$ cat src/pkg/dsm_pkg.sv
// Constants and helpers for the DiffServ priority map
// How it works
// Lookup code is TOS byte bits 7:2
// Each of 64 codes owns a field
// Priority equals the selected stored field
// First register maps codes 00..0c, resets 00
// Offset 0x91 maps codes 10..1c
// Offset 0x92 maps codes 20..2c
// Offset 0x93 maps codes 30..3c
// Offset 0x94 maps codes 40..4c
// Same packing continues through later registers
// Table used only for enabled IP frames
package dsm_pkg;

   localparam int          ADDR_W       = 8;
   localparam int          DATA_W       = 8;
   localparam int          PRIO_W       = 2;
   localparam int          CODE_W       = 6;
   localparam int          NUM_CODES    = 64;
   localparam int          FIELDS_PER_R = 4;
   localparam int          NUM_REGS     = NUM_CODES / FIELDS_PER_R;
   localparam int          TABLE_W      = NUM_CODES * PRIO_W;

   // Register offsets
   localparam logic [7:0]  MAP_00_0C    = 8'h90;
   localparam logic [7:0]  MAP_10_1C    = 8'h91;
   localparam logic [7:0]  MAP_20_2C    = 8'h92;
   localparam logic [7:0]  MAP_30_3C    = 8'h93;
   localparam logic [7:0]  MAP_40_4C    = 8'h94;
   localparam logic [7:0]  MAP_LAST     = 8'h9f;
   localparam logic [7:0]  LAST_RESULT  = 8'ha0;

   // Reset values
   localparam logic [7:0]  MAP_RESET    = 8'h00;
   localparam logic [7:0]  LAST_RESET   = 8'h00;

   // Last result register fields
   localparam int          LAST_CODE_LSB = 0;
   localparam int          LAST_PRIO_LSB = 6;

   // Code from the TOS or traffic class byte
   function automatic logic [5:0] code_of(input logic [7:0] tos);
      code_of = tos[7:2];
   endfunction

   // True when the address falls in the map
   function automatic logic is_map(input logic [7:0] addr);
      is_map = (addr >= MAP_00_0C) && (addr <= MAP_LAST);
   endfunction

endpackage

$ cat src/verilog/dsm_lookup.sv
// Field selector of the fully decoded priority table
module dsm_lookup #(
   parameter int NUM_CODES = 64,
   parameter int PRIO_W    = 2
) (
   // Table contents
   input  wire logic [NUM_CODES*PRIO_W-1:0] table_flat,
   // Lookup
   input  wire logic [5:0]                  code,
   output logic      [PRIO_W-1:0]           prio
);

   // Each code has its own two bits, code n at bits 2n+1:2n
   assign prio = table_flat[code*PRIO_W +: PRIO_W];

endmodule

$ cat src/verilog/dsm_priority_map.sv
// DiffServ codepoint to priority map with register port
module dsm_priority_map (
   // Clock and reset
   input  wire logic       core_clk,
   input  wire logic       rst,
   // Register port
   input  wire logic [7:0] reg_addr,
   input  wire logic [7:0] reg_wdata,
   input  wire logic       reg_wr,
   input  wire logic       reg_rd,
   output logic      [7:0] reg_rdata,
   // Frame classification request
   input  wire logic       cls_valid,
   input  wire logic       cls_is_ip,
   input  wire logic       cls_ds_en,
   input  wire logic [7:0] cls_tos,
   input  wire logic [1:0] cls_alt_prio,
   // Classification result
   output logic            res_valid,
   output logic      [1:0] res_prio,
   output logic            res_from_map
);

   logic [7:0]                     map_q [dsm_pkg::NUM_REGS];
   logic [dsm_pkg::TABLE_W-1:0]    table_flat;
   logic [1:0]                     map_prio;
   logic [5:0]                     code;
   logic                           use_map;
   logic [7:0]                     last_q;
   logic [7:0]                     rdata_q;
   logic                           res_valid_q;
   logic [1:0]                     res_prio_q;
   logic                           res_from_map_q;
   logic [3:0]                     widx;

   assign widx = reg_addr[3:0];

   // Register n holds codes 4n..4n+3, lowest code in bits 1:0
   always_comb begin
      for (int i = 0; i < dsm_pkg::NUM_REGS; i++) begin
         table_flat[i*8 +: 8] = map_q[i];
      end
   end

   // Map registers, all read/write, reset to zero
   always_ff @(posedge core_clk) begin
      if (rst) begin
         for (int i = 0; i < dsm_pkg::NUM_REGS; i++) begin
            map_q[i] <= dsm_pkg::MAP_RESET;
         end
      end else if (reg_wr && dsm_pkg::is_map(reg_addr)) begin
         map_q[widx] <= reg_wdata;
      end
   end

   assign code = dsm_pkg::code_of(cls_tos);

   dsm_lookup #(
      .NUM_CODES (dsm_pkg::NUM_CODES),
      .PRIO_W    (dsm_pkg::PRIO_W)
   ) u_lookup (
      .table_flat (table_flat),
      .code       (code),
      .prio       (map_prio)
   );

   assign use_map = cls_is_ip && cls_ds_en;

   // Registered classification result
   always_ff @(posedge core_clk) begin
      if (rst) begin
         res_valid_q    <= 1'b0;
         res_prio_q     <= 2'h0;
         res_from_map_q <= 1'b0;
      end else begin
         res_valid_q    <= cls_valid;
         if (cls_valid) begin
            res_prio_q     <= use_map ? map_prio : cls_alt_prio;
            res_from_map_q <= use_map;
         end
      end
   end

   // Last table hit, code and priority
   always_ff @(posedge core_clk) begin
      if (rst) begin
         last_q <= dsm_pkg::LAST_RESET;
      end else if (cls_valid && use_map) begin
         last_q[dsm_pkg::LAST_CODE_LSB +: 6] <= code;
         last_q[dsm_pkg::LAST_PRIO_LSB +: 2] <= map_prio;
      end
   end

   // Read data for one cycle after the strobe, zero otherwise
   always_ff @(posedge core_clk) begin
      if (rst) begin
         rdata_q <= 8'h00;
      end else if (reg_rd) begin
         if (dsm_pkg::is_map(reg_addr)) begin
            rdata_q <= map_q[widx];
         end else if (reg_addr == dsm_pkg::LAST_RESULT) begin
            rdata_q <= last_q;
         end else begin
            rdata_q <= 8'h00;
         end
      end else begin
         rdata_q <= 8'h00;
      end
   end

   assign reg_rdata    = rdata_q;
   assign res_valid    = res_valid_q;
   assign res_prio     = res_prio_q;
   assign res_from_map = res_from_map_q;

endmodule

$ cat config.mk
export PLATFORM = sky130hd
export DESIGN_NAME = dsm_priority_map
export DESIGN_NICKNAME = d
export VERILOG_FILES = /design/src/pkg/dsm_pkg.sv /design/src/verilog/dsm_lookup.sv /design/src/verilog/dsm_priority_map.sv
export SDC_FILE = /design/constraint.sdc
export NUM_CORES = 1
export LEC_CHECK = 0
export BUFFER_PORTS_ARGS = -buffer_cell sky130_fd_sc_hd__clkbuf_2
export CORE_AREA = 3 3 119 121
export DETAILED_ROUTE_END_ITERATION = 8
export DIE_AREA = 0 0 122 124
export GPL_TIMING_DRIVEN = 0
export HOLD_SLACK_MARGIN = 0.12
export PLACE_DENSITY = 0.76
export SLEW_MARGIN = 20
export SYNTH_ARGS = -nofsm -noshare
export SYNTH_HDL_FRONTEND = slang
export SYNTH_HIERARCHICAL = 1
export SYNTH_SLANG_ARGS = --single-unit
$ cat constraint.sdc
create_clock -name core_clk -period 2.2 [get_ports core_clk]
set_input_delay 0.22 -clock core_clk [delete_from_list [all_inputs] [get_ports core_clk]]
set_output_delay 0.22 -clock core_clk [all_outputs]
set_load 0.005 [all_outputs]
Yosys cells after proc, flatten, opt, wreduce, memory -nomap -nowiden
Memories as Yosys holds them, arrays and structs flattened. Index checks and enable logic that the tools add are counted.

$lt $le $gt $ge: 2. Equal/unequal tests: 1. Shift-type cells: 1. Muxes and demuxes: 11. Bitwise logic cells: 1. Reductions and logical operators: 6.

Operator list (number): $shiftx A128 B8 Y2 (1); $mux W8 (3); $eq A8 B8 Y1 const B (1); $ge A8 B8 Y1 const B (1); $le A8 B8 Y1 const B (1); $reduce_or A8 Y1 (1); $mux W1 (6); $logic_and A1 B1 Y1 (4); $mux W4 (1); $mux W2 (1); $reduce_or A2 Y1 (1); $not A1 Y1 (1).

Flip-flop bits (word level): 20. Bits in writable memories: 128. Output and inout port bits: 12. Word-level logic and storage cells: 28. Memories: 1.

Memory list: map_q (words 16, width 8, read ports 17, clocked after Yosys merged registers in 0, write ports 16, RTL line dsm_priority_map.sv:24) `logic [7:0] map_q [dsm_pkg::NUM_REGS];`.

Depth between registers and ports, before layout
Gate-level depths: netlist of run 1.

Depth after elaboration: 8. Depth in mapped cells: 9. Mapped depth without buffers: 7.

Hierarchy
Netlist of run 1, hierarchy kept.

Modules (own cells, without submodules): dsm_priority_map (times used 1, cells each 477, area each 6794.0 µm², sequential area each 4244.1 µm²); dsm_lookup (times used 1, cells each 98, area each 1119.8 µm², sequential area each 0.0 µm²).

Worst setup path before layout of run 1
No wires, ideal clock.

Kind: input port to flip-flop. Start: input cls_tos[2]. End: register res_prio_q[1] (netlist: res_prio[1]). Library setup time: 136 ps. Arrival time: 1700 ps. Required time: 2064 ps. Path slack: 364 ps. Cell stages on the path: 8. Path through: buf_6 > buf_6 > mux4_2 > a22oi_1 > a21oi_1 > a211o_1 > nand3_1 > a311oi_1.

Word-level cells in the longest chain between the ends: 2.

Ends and longest elaborated chain: from (decl) (RTL line dsm_priority_map.sv:16) `input wire logic [7:0] cls_tos,`; $shiftx A128 B8 Y2 (RTL line dsm_lookup.sv:14) `assign prio = table_flat[code*PRIO_W +: PRIO_W];`; net map_prio[1] (RTL line dsm_priority_map.sv:26) `logic [1:0] map_prio;`; $mux W2 (RTL line dsm_priority_map.sv:78) `res_prio_q <= use_map ? map_prio : cls_alt_prio;`; to (signal assigned) (RTL line dsm_priority_map.sv:78); to (decl) (RTL line dsm_priority_map.sv:32) `logic [1:0] res_prio_q;`.

The timed path passes the listed nets, and every way through them passes these cells. A chain may end at the register's enable or synchronous reset.

Worst setup path in the final report of run 1
Start: input cls_tos[3]. End: register res_prio_q[0] (netlist: res_prio[0]).

The elaborated chain is that of the path after synthesis.

==> flow_summary.yaml, run 1 <==
outcome:
  run_status: "completed"
timing:
  rsz0062_at_grt: "no"
  timing.setup.tns_ps: 0
  post-route-min-period_ps: 2181
  f_max_ghz: 0.4586
  report.final.setup_viol: 0
  hold_viol: 0
  finalClockSkew_ps: 7.220
  tightestPinTransition_ps: 829.2
  layout_worst_path_cycle_share_pct: 99.13
  final_max_slew_viol_count: 0
  maxSlewHeadroom_pct: 44.72
cts:
  clk_pin_slew_ps: 60
  cts_sinks: 148
  post-cts-setup-buffers: 0
  cts-root-to-sink-buffers: 2
  cts.htree.levels: 4
  worstSkewPairLatency_ps: 430
  cts_made_buffers: 17
  cts-root-buf: "clkbuf_16"
  cts_tree: "done"
power_and_ir_drop:
  power.ir.vdd_worst_v: 0.0005381
  power.static_leakage_uw: 0.003189
  report.power.total_uw: 6990
  power_per_cell_area_nw_per_um2: 775.9
routing:
  drt_pass1_iterations: 6
  drc: 0
  vias: 5525
  route.detailed.wl_per_inst_um: 27.72
  totalWireLength_mm: 22.95
  route.detailed.vias_per_inst: 6.673
  detail-route-antenna-nets: 0
  drt_first_iter_violations: 824
synthesis:
  synthesis.area_per_instance_um2: 13.76
  synth_area_leader_cell: "edfxtp_1"
  yosys.cell_count.top_type: "and2_1"
  synthFlopType: "edfxtp_1"
  ys_top_cells_by_count: "and2_1 (130), edfxtp_1 (128), mux4_2 (52)"
  ys_seq_area_share_pct: 53.63
  syn-cell-area_um2: 7914
  synth.net_count: 608
  syn_inst: 575
  synth-seq-cells: 148
  netlist-cell-type-count: 54
  yosys-top-cells-area: "edfxtp_1 (49%), mux4_2 (15%), and2_1 (10%), dfxtp_1 (5.1%), nand2_1 (1.4%)"
  synth-edff-count: 128
  count_of_warnings_emitted_by_yosys: 6
  synth_top_cell_area_share_pct: 48.57
  synth-async-reset-ratio_pct: 0
cells_and_area:
  synthToLayoutAreaGrowth_pct: 13.83
  finish.utilization_pct: 68.30
  diodes: 0
  fin_area_um2: 9009
  design.final.nets: 673
  seqCellArea_um2: 4244
  layout-drive-gt1-share_pct: 27.30
  multiInputGateArea_um2: 3416
  layout.filler_cells: 949
grt:
  grt_pass1_wl_mm: 33.84
  grt_pass1_vias: 5486
  antenna_violations_before_repair: 0
  globalRoute.totalOverflow: 0
  pin_count_of_the_biggest_net_entering_global_routing: 17
  grt_usage_pct: 31.85
floorplan:
  core_area_um2: 13190
  boundaryPins: 45
  core.rowCount: 42
  chipHeight_um: 124
  start_util_pct: 60.00
  die-width_um: 122
  die_area_um2: 15130
place:
  placement.cell_area_um2: 8324
  io_buffer_count: 38
  hpwl_mm: 16.56
  routabilityCongestion: 0.9282
setup_path:
  required_ps: 2530
  worstSetupPathType: "primary input to flop"
  worstSetupEndpointType: "flop"
  start_kind: "primary input"
  timing.critical_path.fanout_max: 10
  worstPathArrival_ps: 2510
flow_run:
  max_cap_viol_count: 0
hold_path:
  timing.hold.worst.class: "primary input to flop"
registers in the layout, indices dropped and copies added (netlist names):
register      cells
reg_rdata         8
res_valid         1
last_q            8
map_q           128
res_prio          2
res_from_map      1
metrics by stage:
stage | hold WS, ps | cells | setup slack (ps)
finish | 149.9 | 828 | 19.21
detailed placement | 452.9 | 789 | -334.6
global placement | 443.9 | 789 | -370.3
CTS | 121.4 | 828 | 77.26
floorplan | 356.0 | 575 | 364.1
global route | 163.1 | 828 | 3.807
routing by layer:
metal,track usage (%),vias to the layer above,wire (µm)
met1,43.05,2707,8811
met4,16.67,0,1166
met5,0,-,0
met3,7.584,81,2532
li1,-,2332,-
met2,48.55,405,10440
critical path, stage by stage:
cell      delay (ps)
clkbuf_2          90
buf_2            270
buf_2            390
mux4_2           290
nand2_1           70
a41oi_1          240
a311oi_1          70
a311oi_1         400
nand3_1          140
a311oi_1         310
worst paths after layout:
kind	slack, ps	from	end	depth (start not counted)
worst max register to register	90	map_q[9][3]	res_prio[1]	7
worst min-delay path	150	cls_tos[5]	last_q[3]	3
worst max-delay path	20	cls_tos[3]	res_prio[0]	10
worst min register to register	470	last_q[4]	last_q[4]	2
timing repair:
item,4_1_cts,5_1_grt
pin swaps,0,2
endpoints found under the setup margin,1,3
endpoints found under the hold margin,6,0
hold buffers,8,0
gates resized for setup,1,2
report_power, final:
group | switching (µW) | total [µW] | internal, µW
sequential | 86.6 | 3270 | 3180
clock | 1100 | 2990 | 1880
combinational | 421 | 736 | 315
total | 1610 | 6990 | 5380
layout by cell type (no fill, tap or decap), types with 16 or more instances in the layout:
master,count
clkbuf_16,17
clkbuf_1,21
or2_2,16
clkbuf_2,39
dfxtp_1,20
a21oi_1,16
nor2_1,20
edfxtp_1,128
mux4_2,52
nand2_1,29
and2_1,130
kinds of logic (layout without fill, tap and decap cells):
family / count (synthesis) / in the layout / share of synthesized area, %
buf+inv: 43 / 120 / 3.272
compound gates: 66 / 66 / 6.372
simple gates: 243 / 243 / 18.47
mux: 75 / 75 / 18.26
flops: 148 / 148 / 53.63
cell type report:
cell class | instances | share of cell area [%]
clock inverters | 10 | 1.750
clock buffers | 21 | 4.889
multi-input cells | 384 | 37.92
well taps | 176 | 2.444
plain buffers | 42 | 2.847
flip-flops and latches | 148 | 47.11
inverters | 1 | 0.04167
repair buffers | 46 | 3.000
Power figures use the tool's default switching activity.
==> inputs of run 2 (changes only) <==
SKIP_LAST_GASP = 1   (was default)
clock period = 2.78 ns   (was 2.2 ns; I/O delays follow)
==> flow_summary.yaml, run 2 (same netlist as run 1, synthesis figures left out) <==
power_and_ir_drop:
  power.static_leakage_uw: 0.003172
  power_per_cell_area_nw_per_um2: 615.2
  report.power.total_uw: 5523
  power.ir.vdd_worst_v: 0.0004260
setup_path:
  critPathMostFrequentCell: "a311oi_1"
  r2r_cells: 7
  worstSetupPathType: "primary input to flop"
  required_ps: 3110
  start_kind: "primary input"
  largest_stage_delay_on_the_critical_path_ps: 540
  r2r_setup_slack_ps: 590
  cp_top_family: "buffers and inverters"
  worst_path_max_delay_cell: "dlygate4sd3_1"
  worstSetupEndpointType: "flop"
  cells_along_the_critical_path: "dlygate4sd3_1 > clkbuf_2 > buf_2 > buf_4 > mux2i_1 > and3_1 > a311oi_1 > a311oi_1 > a311oi_2 > nand3_1 > a311oi_1"
  timing.critical_path.fanout_max: 10
  reg_to_reg_start: "map_q[11][5]"
  crit-reg2reg-capture: "res_prio[1]"
  timing.critical_path.buf_inv: 4
  worstPathArrival_ps: 3000
grt:
  pin_count_of_the_biggest_net_entering_global_routing: 17
  antenna_violations_before_repair: 0
  globalRoute.totalOverflow: 0
  grt_usage_pct: 31.64
  grt_pass1_vias: 5484
  grt_pass1_wl_mm: 33.56
timing:
  finalClockSkew_ps: 6.735
  layout_worst_path_cycle_share_pct: 95.97
  hold_viol: 0
  rsz0062_at_grt: "no"
  f_max_ghz: 0.3748
  post-route-min-period_ps: 2668
  maxSlewHeadroom_pct: 45.77
  report.final.setup_viol: 0
  tightestPinTransition_ps: 813.5
  final_max_slew_viol_count: 0
  timing.setup.tns_ps: 0
  fin_hold_ws_ps: 134.4
routing:
  totalWireLength_mm: 22.68
  drt_first_iter_violations: 977
  drc: 0
  drt_pass1_iterations: 5
  route.detailed.wl_per_inst_um: 27.52
  vias: 5533
  route.detailed.vias_per_inst: 6.715
  detail-route-antenna-nets: 0
place:
  routabilityCongestion: 0.9282
  io_buffer_count: 38
  hpwl_mm: 16.56
  placement.cell_area_um2: 8324
cts:
  cts_sinks: 148
  worstSkewPairLatency_ps: 420
  cts-root-to-sink-buffers: 2
  clk_pin_slew_ps: 60
  cts-root-buf: "clkbuf_16"
  post-cts-setup-buffers: 0
  cts_tree: "done"
  cts.htree.levels: 4
  cts_made_buffers: 17
cells_and_area:
  design.final.nets: 669
  finish.utilization_pct: 68.07
  layout-drive-gt1-share_pct: 27.47
  largest_register_ffs: 128
  regMostFlops: "map_q"
  layout.filler_cells: 952
  leading_cell_type_in_the_layout_fill_and_taps_excluded: "and2_1"
  diodes: 0
  synthToLayoutAreaGrowth_pct: 13.45
  mostFrequentLayoutCells: "and2_1 (130), edfxtp_1 (128), mux4_2 (52)"
  fin_area_um2: 8979
hold_path:
  hold_start: "cls_alt_prio[0]"
  timing.hold.worst.class: "primary input to flop"
  worst_hold_stages: 3
  min_to: "res_prio[0]"
outcome:
  run_status: "completed"
floorplan:
  core_area_um2: 13190
  start_util_pct: 60.00
  core.rowCount: 42
  boundaryPins: 45
  chipHeight_um: 124
  die_area_um2: 15130
  die-width_um: 122
flow_run:
  max_cap_viol_count: 0
[run 2: cell count changes in the layout (fill, tap and decap cells not counted), sizes merged]
cell / before / now
clkbuf: 77 / 79
buf: 24 / 22
dlygate4sd3: 8 / 4
[run 2: where the power goes]
group          leakage (µW)  total [µW]  switching [µW]  internal, µW
combinational       0.00151         580             333           247
sequential          0.00138        2580            68.1          2520
clock              0.000285        2360             870          1490
total               0.00317        5520            1270          4250
[run 2: worst min-delay path: cells and delay by family]
| kind | cells | cell delay (ps) |
|---|---|---|
| AOI/OAI and AO/OA | 1 | 90 |
| buffers and inverters | 1 | 80 |
| and+or+nand+nor | 1 | 60 |
[run 2: worst max path at each step]
stage                    start           to  slack, ps  cells past startpoint
floorplan           cls_tos[2]  res_prio[1]        890                      8
finish              cls_tos[3]  res_prio[0]        110                     11
global route        cls_tos[3]  res_prio[1]         60                     10
detailed placement  cls_tos[4]  res_prio[1]        190                      8
CTS                 cls_tos[3]  res_prio[0]        100                     10
global placement    cls_tos[4]  res_prio[1]        150                      8
[run 2: final cells by class]
type                    instances  area (µm²)  share of cell area (%)
plain buffers                  42       260.3                   2.899
clock buffers                  21       440.4                   4.905
clock inverters                10       157.7                   1.756
inverters                       1       3.754                 0.04181
multi-input cells             384        3422                   38.11
flip-flops and latches        148        4244                   47.27
well taps                     176       220.2                   2.453
repair buffers                 42       230.2                   2.564
[run 2: what timing repair did]
| action | 4_1_cts | 5_1_grt |
|---|---|---|
| hold buffers | 4 | 0 |
| endpoints found under the hold margin | 4 | 0 |
| gates resized for setup | 0 | 4 |
| endpoints found under the setup margin | 0 | 3 |
[run 2: stage by stage]
stage / cells / worst slack (ps)
after CTS: 824 / 95.33
after global placement: 789 / 151.7
after detailed placement: 789 / 187.4
final: 824 / 112.0
after floorplan: 575 / 886.1
after global routing: 824 / 63.67
[run 2: per-layer routing]
layer  global-route usage [%]  routed length (µm)
met4                    17.16                1230
met1                    42.77                8642
met5                        0                   0
met2                    47.86               10200
met3                    7.629                2603
==> inputs of run 3 (changes only) <==
ABC_AREA = 1   (was default)
CAP_MARGIN = 20   (was default)
CORE_AREA = 3 3 121 123   (was 3 3 119 121)
DIE_AREA = 0 0 124 126   (was 0 0 122 124)
PLACE_DENSITY = 0.75   (was 0.76)
==> flow_summary.yaml, run 3 <==
outcome:
  run_status: "completed"
cts:
  postCtsHoldBufs: 0
  clk_pin_slew_ps: 60
  post-cts-setup-buffers: 0
  cts.htree.levels: 4
  cts_made_buffers: 17
  cts_sinks: 148
  worstSkewPairLatency_ps: 440
  cts-root-buf: "clkbuf_16"
  cts-root-to-sink-buffers: 2
  cts_tree: "done"
  ctsResizeCount: 0
timing:
  report.final.setup_viol: 0
  rsz0062_at_grt: "no"
  timing.setup.tns_ps: 0
  final_max_slew_viol_count: 0
  layout_worst_path_cycle_share_pct: 68.91
  maxSlewHeadroom_pct: 33.46
  f_max_ghz: 0.5220
  finalClockSkew_ps: 5.538
  tightestPinTransition_ps: 998.1
  hold_viol: 0
  post-route-min-period_ps: 1916
synthesis:
  synth_area_leader_cell: "edfxtp_1"
  synthFlopType: "edfxtp_1"
  netlist-cell-type-count: 21
  count_of_warnings_emitted_by_yosys: 6
  synthesis.area_per_instance_um2: 7.577
  synth-edff-count: 128
  yosys-top-cells-area: "edfxtp_1 (47%), nand2_1 (23%), nand3_1 (8.3%), nor2_1 (7.3%), dfxtp_1 (4.9%)"
  synth.net_count: 1107
  syn-cell-area_um2: 8138
  yosys.cell_count.top_type: "nand2_1"
  ys_top_cells_by_count: "nand2_1 (489), nor2_1 (159), nand3_1 (135)"
  synth_top_cell_area_share_pct: 47.23
  ys_seq_area_share_pct: 52.15
  synth-async-reset-ratio_pct: 0
  syn_inst: 1074
  synth-seq-cells: 148
setup_path:
  timing.critical_path.fanout_max: 9
  worstSetupPathType: "primary input to flop"
  worstPathArrival_ps: 2010
  start_kind: "primary input"
  worstSetupEndpointType: "flop"
  r2r_cells: 10
  required_ps: 2880
grt:
  grt_pass1_wl_mm: 42.06
  globalRoute.totalOverflow: 0
  antenna_violations_before_repair: 0
  grt_usage_pct: 37.54
  grt_pass1_vias: 7416
  pin_count_of_the_biggest_net_entering_global_routing: 17
routing:
  met1_length_mm: 10.38
  met3_wirelength_mm: 3.625
  drt_first_iter_violations: 1287
  drt_pass1_iterations: 6
  vias: 7861
  drc: 0
  dr.max_layer_used: "met4"
  route.detailed.wl_per_inst_um: 21.18
  detail-route-antenna-nets: 0
  route.detailed.vias_per_inst: 5.933
  met2WireLength_mm: 11.96
  totalWireLength_mm: 28.06
place:
  io_buffer_count: 40
  routabilityCongestion: 1.103
  placement.cell_area_um2: 8563
  hpwl_mm: 19.51
floorplan:
  die-width_um: 124
  chipHeight_um: 126
  start_util_pct: 59.08
  core.rowCount: 43
  boundaryPins: 45
  core_area_um2: 13770
  die_area_um2: 15620
hold_path:
  worst_hold_stages: 3
  timing.hold.worst.class: "primary input to flop"
cells_and_area:
  regMostFlops: "map_q"
  synthToLayoutAreaGrowth_pct: 12.75
  finish.utilization_pct: 66.62
  fin_area_um2: 9175
  layout-drive-gt1-share_pct: 11.18
  largest_register_ffs: 128
  design.final.nets: 1166
  mostFrequentLayoutCells: "nand2_1 (489), nor2_1 (159), nand3_1 (135)"
  diodes: 0
  layout.filler_cells: 1194
  leading_cell_type_in_the_layout_fill_and_taps_excluded: "nand2_1"
power_and_ir_drop:
  power.share.clock_pct: 42.7
  comb_power_share_pct: 11.9
  report.power.total_uw: 5700
  power_per_cell_area_nw_per_um2: 621.3
  power.static_leakage_uw: 0.004135
  internal_power_uw: 4202
  power.share.switching_pct: 26.28
  p_sw_uw: 1498
  power.ir.vdd_worst_v: 0.0005274
  sequential_fraction_of_design_power_pct: 45.5
flow_run:
  max_cap_viol_count: 0
==> run 3: cell types whose count changed in the layout (fill, tap and decap cells not counted), sizes merged, moves of 9 or more <==
cell   change
mux2      -16
a21oi      -9
inv       +34
mux4      -53
nand2    +473
nand3    +125
and2     -130
nor2     +141
a22oi     -14
buf       +15
or2       -16
o21ai     +12
==> run 3: power groups by stage <==
stage | Clock (µW) | Combinational [µW] | Sequential [µW]
global placement | 0 | 639 | 2630
CTS | 2420 | 648 | 2590
floorplan | 0 | 419 | 2600
finish | 2430 | 676 | 2590
detailed placement | 0 | 643 | 2630
global route | 2520 | 729 | 2600
==> run 3: metal layers <==
metal	global-route usage [%]	up-vias
met5	0	-
met4	24.81	0
met3	10.73	146
met2	54.22	637
met1	49.07	3510
li1	-	3568
==> run 3: cells by family (layout without fill, tap and decap cells) <==
kind of cell | Yosys count | count (layout) | synth area share (%)
AO/OA/AOI/OAI | 25 | 25 | 1.568
AND/OR/NAND/NOR | 804 | 804 | 40.61
buffers and inverters | 97 | 168 | 5.673
flip-flops | 148 | 148 | 52.15
==> run 3: cell type report <==
cell class                 count  area (µm²)  area share (%)
clock inverter                12       178.9           1.950
buffer                        62       329.1           3.587
tap                          180       225.2           2.455
multi-input combinational    829        3432           37.41
sequential                   148        4244           46.26
inverter                      35       132.6           1.446
clock buffer                  19       432.9           4.718
timing repair buffer          40       200.2           2.182
==> run 3: final timing paths <==
path | startpoint | end | slack [ps]
min reg2reg | last_q[5] | last_q[5] | 450
min | cls_alt_prio[0] | res_prio[0] | 120
max | reg_addr[6] | map_q[5][0] | 860
max reg2reg | map_q[13][5] | res_prio[1] | 1320
==> run 3: critical path, stage by stage <==
cell      delay [ps]
clkbuf_2          80
inv_1             40
nand2_1           80
nor3b_4          440
nand3_4          240
nor2_4           300
nand2_2          210
nand2_1          340
==> run 3: metrics by stage <==
step	worst slack (ps)	hold slack [ps]	cells
after floorplan	1029	430.1	1074
after global placement	485.0	443.2	1294
after detailed placement	444.8	446.0	1294
after CTS	898.1	126.4	1325
after global routing	739.7	139.1	1325
final	864.3	122.4	1325
